$ cat src/common/string_cfg_pkg.sv
package string_cfg_pkg;
  // register offsets (byte addresses on the configuration port)
  localparam logic [7:0] LANG_LOW_OFFSET    = 8'h20;
  localparam logic [7:0] LANG_HIGH_OFFSET   = 8'h21;
  localparam logic [7:0] SERIAL_LEN_OFFSET  = 8'h22;
  localparam logic [7:0] MAKER_LEN_OFFSET   = 8'h23;
  // reset values
  localparam logic [7:0] LANG_LOW_RESET     = 8'h09;
  localparam logic [7:0] LANG_HIGH_RESET    = 8'h04;
  localparam logic [5:0] SERIAL_LEN_RESET   = 6'h18;
  localparam logic [6:0] MAKER_LEN_RESET    = 7'h00;
  // field widths and limits
  localparam int         SERIAL_LEN_W       = 6;
  localparam int         MAKER_LEN_W        = 7;
  localparam logic [5:0] SERIAL_LEN_MAX     = 6'h20;
  localparam logic [6:0] MAKER_LEN_MAX      = 7'h40;
  // string descriptor indices
  localparam logic [7:0] LANG_STR_INDEX     = 8'h00;
  localparam logic [7:0] SERIAL_STR_INDEX   = 8'h01;
  localparam logic [7:0] MAKER_STR_INDEX    = 8'h03;
  // descriptor type code for string descriptors
  localparam logic [7:0] STRING_DESC_TYPE   = 8'h03;
  // header bytes ahead of the string payload
  localparam logic [7:0] DESC_HEADER_LEN    = 8'h02;
  // number of language codes listed in index zero
  localparam logic [7:0] LANG_CODE_COUNT    = 8'h01;
endpackage

$ cat src/verilog/string_descriptor_config_regs.sv
module string_descriptor_config_regs
  import string_cfg_pkg::*;
(
  // clock and reset
  input  wire logic       i_ref_clk,
  input  wire logic       i_rst_n,
  // custom enable flags from the configuration block
  input  wire logic       i_custom_text_enable,
  input  wire logic       i_custom_serial_enable,
  // register write/read port from EEPROM loader or SMBus slave
  input  wire logic       i_reg_wr,
  input  wire logic       i_reg_rd,
  input  wire logic [7:0] i_reg_addr,
  input  wire logic [7:0] i_reg_wdata,
  output logic      [7:0] o_reg_rdata,
  output logic            o_reg_rvalid,
  // descriptor request from the hub's control endpoint
  input  wire logic       i_desc_req,
  input  wire logic [7:0] i_desc_index,
  output logic            o_desc_valid,
  output logic            o_desc_supported,
  output logic      [7:0] o_desc_length,
  output logic      [7:0] o_desc_type,
  output logic      [7:0] o_desc_payload_len,
  output logic      [15:0] o_lang_code,
  output logic      [7:0] o_lang_count,
  // live field values for the descriptor engine
  output logic      [5:0] o_serial_text_length,
  output logic      [6:0] o_maker_text_length
);

  logic [7:0] lang_code_low_byte_q, lang_code_low_byte_d;
  logic [7:0] lang_code_high_byte_q, lang_code_high_byte_d;
  logic [5:0] serial_text_length_q, serial_text_length_d;
  logic [6:0] maker_text_length_q, maker_text_length_d;
  logic [7:0] rdata_q, rdata_d;
  logic       rvalid_q, rvalid_d;
  logic       dvalid_q, dvalid_d;
  logic       dsup_q, dsup_d;
  logic [7:0] dlen_q, dlen_d;
  logic [7:0] dpay_q, dpay_d;

  // register writes, gated by the custom enables
  always_comb begin
    lang_code_low_byte_d  = lang_code_low_byte_q;
    lang_code_high_byte_d = lang_code_high_byte_q;
    serial_text_length_d  = serial_text_length_q;
    maker_text_length_d   = maker_text_length_q;
    if (i_reg_wr && i_custom_text_enable) begin
      if (i_reg_addr == LANG_LOW_OFFSET) begin
        lang_code_low_byte_d = i_reg_wdata;
      end
      if (i_reg_addr == LANG_HIGH_OFFSET) begin
        lang_code_high_byte_d = i_reg_wdata;
      end
      if (i_reg_addr == MAKER_LEN_OFFSET) begin
        // bit 7 dropped, length clamped
        if (i_reg_wdata[6:0] > MAKER_LEN_MAX) begin
          maker_text_length_d = MAKER_LEN_MAX;
        end else begin
          maker_text_length_d = i_reg_wdata[6:0];
        end
      end
    end
    if (i_reg_wr && i_custom_serial_enable &&
        i_reg_addr == SERIAL_LEN_OFFSET) begin
      if (i_reg_wdata[5:0] > SERIAL_LEN_MAX) begin
        serial_text_length_d = SERIAL_LEN_MAX;
      end else begin
        serial_text_length_d = i_reg_wdata[5:0];
      end
    end
  end

  always_ff @(posedge i_ref_clk or negedge i_rst_n) begin
    if (!i_rst_n) begin
      lang_code_low_byte_q  <= LANG_LOW_RESET;
      lang_code_high_byte_q <= LANG_HIGH_RESET;
      serial_text_length_q  <= SERIAL_LEN_RESET;
      maker_text_length_q   <= MAKER_LEN_RESET;
    end else begin
      lang_code_low_byte_q  <= lang_code_low_byte_d;
      lang_code_high_byte_q <= lang_code_high_byte_d;
      serial_text_length_q  <= serial_text_length_d;
      maker_text_length_q   <= maker_text_length_d;
    end
  end

  // read path, one cycle latency, reserved bits zero
  always_comb begin
    rvalid_d = i_reg_rd;
    rdata_d  = 8'h00;
    if (i_reg_rd) begin
      unique case (i_reg_addr)
        LANG_LOW_OFFSET:   rdata_d = lang_code_low_byte_q;
        LANG_HIGH_OFFSET:  rdata_d = lang_code_high_byte_q;
        SERIAL_LEN_OFFSET: rdata_d = {2'h0, serial_text_length_q};
        MAKER_LEN_OFFSET:  rdata_d = {1'h0, maker_text_length_q};
        default:           rdata_d = 8'h00;
      endcase
    end
  end

  always_ff @(posedge i_ref_clk or negedge i_rst_n) begin
    if (!i_rst_n) begin
      rdata_q  <= 8'h00;
      rvalid_q <= 1'b0;
    end else begin
      rdata_q  <= rdata_d;
      rvalid_q <= rvalid_d;
    end
  end

  // descriptor answer, one cycle after the request
  always_comb begin
    dvalid_d = i_desc_req;
    dsup_d   = 1'b0;
    dpay_d   = 8'h00;
    if (i_desc_req) begin
      if (i_desc_index == LANG_STR_INDEX) begin
        dsup_d = 1'b1;
        dpay_d = {LANG_CODE_COUNT[6:0], 1'b0};
      end else if (i_desc_index == SERIAL_STR_INDEX) begin
        dsup_d = (serial_text_length_q != 6'h00);
        dpay_d = {2'h0, serial_text_length_q};
      end else if (i_desc_index == MAKER_STR_INDEX) begin
        dsup_d = (maker_text_length_q != 7'h00);
        dpay_d = {1'h0, maker_text_length_q};
      end
    end
    dlen_d = dsup_d ? 8'(dpay_d + DESC_HEADER_LEN) : 8'h00;
  end

  always_ff @(posedge i_ref_clk or negedge i_rst_n) begin
    if (!i_rst_n) begin
      dvalid_q <= 1'b0;
      dsup_q   <= 1'b0;
      dlen_q   <= 8'h00;
      dpay_q   <= 8'h00;
    end else begin
      dvalid_q <= dvalid_d;
      dsup_q   <= dsup_d;
      dlen_q   <= dlen_d;
      dpay_q   <= dpay_d;
    end
  end

  // outputs straight from flip-flops, except descriptor type and language count, which are tied to constants
  assign o_reg_rdata          = rdata_q;
  assign o_reg_rvalid         = rvalid_q;
  assign o_desc_valid         = dvalid_q;
  assign o_desc_supported     = dsup_q;
  assign o_desc_length        = dlen_q;
  assign o_desc_type          = STRING_DESC_TYPE;
  assign o_desc_payload_len   = dpay_q;
  assign o_lang_code          = {lang_code_high_byte_q, lang_code_low_byte_q};
  assign o_lang_count         = LANG_CODE_COUNT;
  assign o_serial_text_length = serial_text_length_q;
  assign o_maker_text_length  = maker_text_length_q;
endmodule

$ cat config.mk
export PLATFORM = sky130hd
export DESIGN_NAME = string_descriptor_config_regs
export DESIGN_NICKNAME = d
export VERILOG_FILES = /design/src/common/string_cfg_pkg.sv /design/src/verilog/string_descriptor_config_regs.sv
export SDC_FILE = /design/constraint.sdc
export NUM_CORES = 1
export LEC_CHECK = 0
export BUFFER_PORTS_ARGS = -buffer_cell sky130_fd_sc_hd__buf_4
export CAP_MARGIN = 10
export CORE_ASPECT_RATIO = 0.8
export CORE_MARGIN = 2
export CORE_UTILIZATION = 48
export DETAILED_ROUTE_END_ITERATION = 12
export PLACE_DENSITY = 0.79
export SYNTH_ARGS = -nofsm -noshare
export SYNTH_HDL_FRONTEND = slang
export SYNTH_SLANG_ARGS = --single-unit
$ cat constraint.sdc
create_clock -name i_ref_clk -period 2.1 [get_ports i_ref_clk]
set_input_delay 0 -clock i_ref_clk [delete_from_list [all_inputs] [get_ports i_ref_clk]]
set_output_delay 0 -clock i_ref_clk [all_outputs]
set_load 0.03 [all_outputs]
==> results.tsv <==
metric	value	unit
outcome	finished with violations	
failing checks	design-rule violations	
WP data arrival	2.08	ns
worst-margin pin slew	0.683	ns
Hold Startpoint	i_reg_wdata[6]	
Hold Crit Class	input pin to flip-flop	
register area	1380	sq um
commonest non-fill, non-tap cell in the layout	buf_4	
Die Wd	85.8	microns
first-pass GRT wire length	9.67	mm
WS Path Type	flip-flop to flip-flop	
hold path depth	2	
PD cells	554	nW/um^2
crit-path cells	nand3_1, o21ai_0, or4b_2, mux2_2	
vias in the first global route	1900	
clk buf depth	2	
Final #Nets	336	
end of the worst hold path	lang_code_high_byte_q[6]	
min cycle time layout	1.88	ns
most frequent cells in the layout	94 x buf_4, 50 x dfrtp_1, 31 x mux2_2	
Initial DRC Count	70	
Vias	1938	
cells after synthesis	198	
netlist area before placement	2570	sq um
slack of the worst reg-to-reg path	0.22	ns
Crit. End Element	flip-flop	
Mean Syn Cell Area	13.0	sq um
row count	23	
crit share post-route	0.897	
P_leak	1.78	nW
number of flops mapped to enable cells by yosys	0	
CTS tree	done	
Final Wtd Congestion	0.866	
Post-CTS Setup Inserts	0	
Yosys cell types	38	
TritonRoute pass-1 iters	8	
FF-to-FF End	o_desc_length[6]	
final setup vio count	0	
Crit path required time	2.30	ns
Final ANT Viol Nets	0	
asr flop ratio synth	1.00	
CTS resizes	0	
Worst-path clk slew	0.09	ns
core area	5090	sq um
#FFs+latches synth	55	
max_cap viols	0	
TritonCTS Sinks	55	
clock latency at the later pin of the worst-skew pair	0.31	ns
Synth Flop Type	dfrtp_1	
Multi-input gate area	1090	sq um
H-tree depth	2	
fin. max-slew vios	0	
diode count	0	
Detailed Route WL	6.00	mm
Area Growth Syn to Fin	34.9	%
initial antenna violation count	0	
worst r2r src	o_serial_text_length[3]	
total congestion overflow	0	
# DRC	7	
# IOs	103	
share of cells above drive strength 1	0.489	
hpwl dp	4.39	mm
CTS Buf Count	5	
fillers	403	
final setup TNS	0	ns
clk root buf	clkbuf_8	
Inst Count DP	347	
total track usage	0.209	
Port Buf Inserts	85	
YS warnings	0	
endpoints failing hold	0	
RSZ-0062 raised after global routing	no	
R2R cell count	4	
Max Clock Skew	0.00470	ns
largest net degree at the start of global routing	56	
CP max stage delay	0.61	ns
Worst path slowest cell	or4b_2	
Worst Path Max Fanout	7	
Starting Density	0.504	
non-filler instance count after layout	367	
Seq/Total Area, Yosys	0.538	
Max Fclk	0.531	GHz
crit path launch type	flip-flop	
Via density	5.28	
Die ar.	5950	sq um
Peak supply drop	0.000330	V
Slew headroom	0.545	
Routed WL per cell	16.4	microns
die height	69.4	microns
==> how the worst max path moves through the flow <==
stage	startpoint	to	slack, ns
after floorplan	i_reg_addr[4]	lang_code_high_byte_q[0]	0.12
after global placement	i_reg_addr[4]	lang_code_high_byte_q[6]	-0.02
after detailed placement	i_reg_addr[4]	lang_code_high_byte_q[7]	-0.07
after CTS	o_serial_text_length[3]	o_desc_length[6]	0.22
after global routing	i_desc_index[2]	o_desc_length[5]	0.12
final	o_serial_text_length[3]	o_desc_length[6]	0.22
==> area by class of cell <==
| cell class | instances | share of cell area |
|---|---|---|
| sequential | 55 | 0.399 |
| multi-input combinational | 135 | 0.315 |
| timing repair buffer | 106 | 0.238 |
| tap | 62 | 0.0224 |
| clock buffer | 6 | 0.0209 |
| clock inverter | 2 | 0.00361 |
| inverter | 1 | 0.00108 |
==> logic make-up (layout without fill, tap and decap cells) <==
| kind of cell | after synthesis | in the layout | synth area share |
|---|---|---|---|
| AOI/OAI and AO/OA | 6 | 6 | 0.0166 |
| xor gates and xnor gates | 3 | 3 | 0.0102 |
| adders and majority gates | 1 | 1 | 0.00487 |
| buffers and inverters | 23 | 115 | 0.0590 |
| DFF | 55 | 55 | 0.539 |
| muxes | 43 | 43 | 0.212 |
| other | 2 | 17 | 0.00293 |
| and+or+nand+nor | 65 | 65 | 0.156 |
==> cell usage after synthesis, types with 2 or more instances <==
master,number,area share
clkbuf_1,3,0.0044
and2_1,2,0.0049
dfstp_2,5,0.051
xnor2_1,2,0.0068
nand2_1,6,0.0088
mux2i_1,6,0.023
mux4_2,6,0.053
conb_1,2,0.0029
buf_4,17,0.050
mux2_2,31,0.14
and3_1,6,0.015
nor3_1,4,0.0078
nand4_1,6,0.015
dfrtp_1,50,0.49
or4_1,3,0.0088
nand3_1,3,0.0058
a221oi_1,2,0.0068
nor2b_1,15,0.037
nor2_1,10,0.015
==> repair_timing <==
action | CTS | global route
hold buffers | 12 | 0
endpoints found under the hold margin | 74 | 0
endpoints found under the setup margin | 0 | 0
==> per-stage QoR <==
| step | power [W] | worst slack, ns | hold slack [ns] | instance area, sq um | utilization |
|---|---|---|---|---|---|
| floorplan | 0.00126 | 0.117 | -0.296 | 2620 | - |
| global placement | 0.00134 | -0.0204 | 0.0798 | 3260 | 0.640 |
| detailed placement | 0.00135 | -0.0674 | 0.0857 | 3260 | 0.640 |
| CTS | 0.00193 | 0.222 | 0.00848 | 3460 | 0.680 |
| global route | 0.00201 | 0.123 | 0.00434 | 3460 | 0.680 |
| finish | 0.00192 | 0.217 | 0.0192 | 3460 | 0.680 |
==> power breakdown <==
part           switching (W)  internal, W  leakage (nW)  total [W]
clock               0.000338     0.000234        0.0412   0.000572
combinational       0.000154     0.000103         0.992   0.000257
sequential         0.0000146      0.00107         0.744    0.00109
total               0.000506      0.00141          1.78    0.00192
==> critical path, delay by kind of cell, from the launching register on <==
kind | cells | cell delay [ns]
simple gates | 2 | 0.68
flops | 1 | 0.59
mux | 1 | 0.29
compound gates | 1 | 0.21
==> sequential cells by signal, indices dropped and copies added (netlist names) <==
name / cells
lang_code_high_byte_q: 8
lang_code_low_byte_q: 8
o_desc_length: 8
o_reg_rdata: 8
o_desc_payload_len: 7
o_maker_text_length: 7
o_serial_text_length: 6
o_desc_supported: 1
o_desc_valid: 1
o_reg_rvalid: 1
==> routing by layer <==
metal	up-vias	track usage	wire, microns
met1	972	0.296	2660
met4	0	0.0670	91
met5	-	0	0
met3	9	0.0417	398
met2	77	0.326	2850
li1	880	-	-
Note: power is estimated with default switching activity, not from simulation.
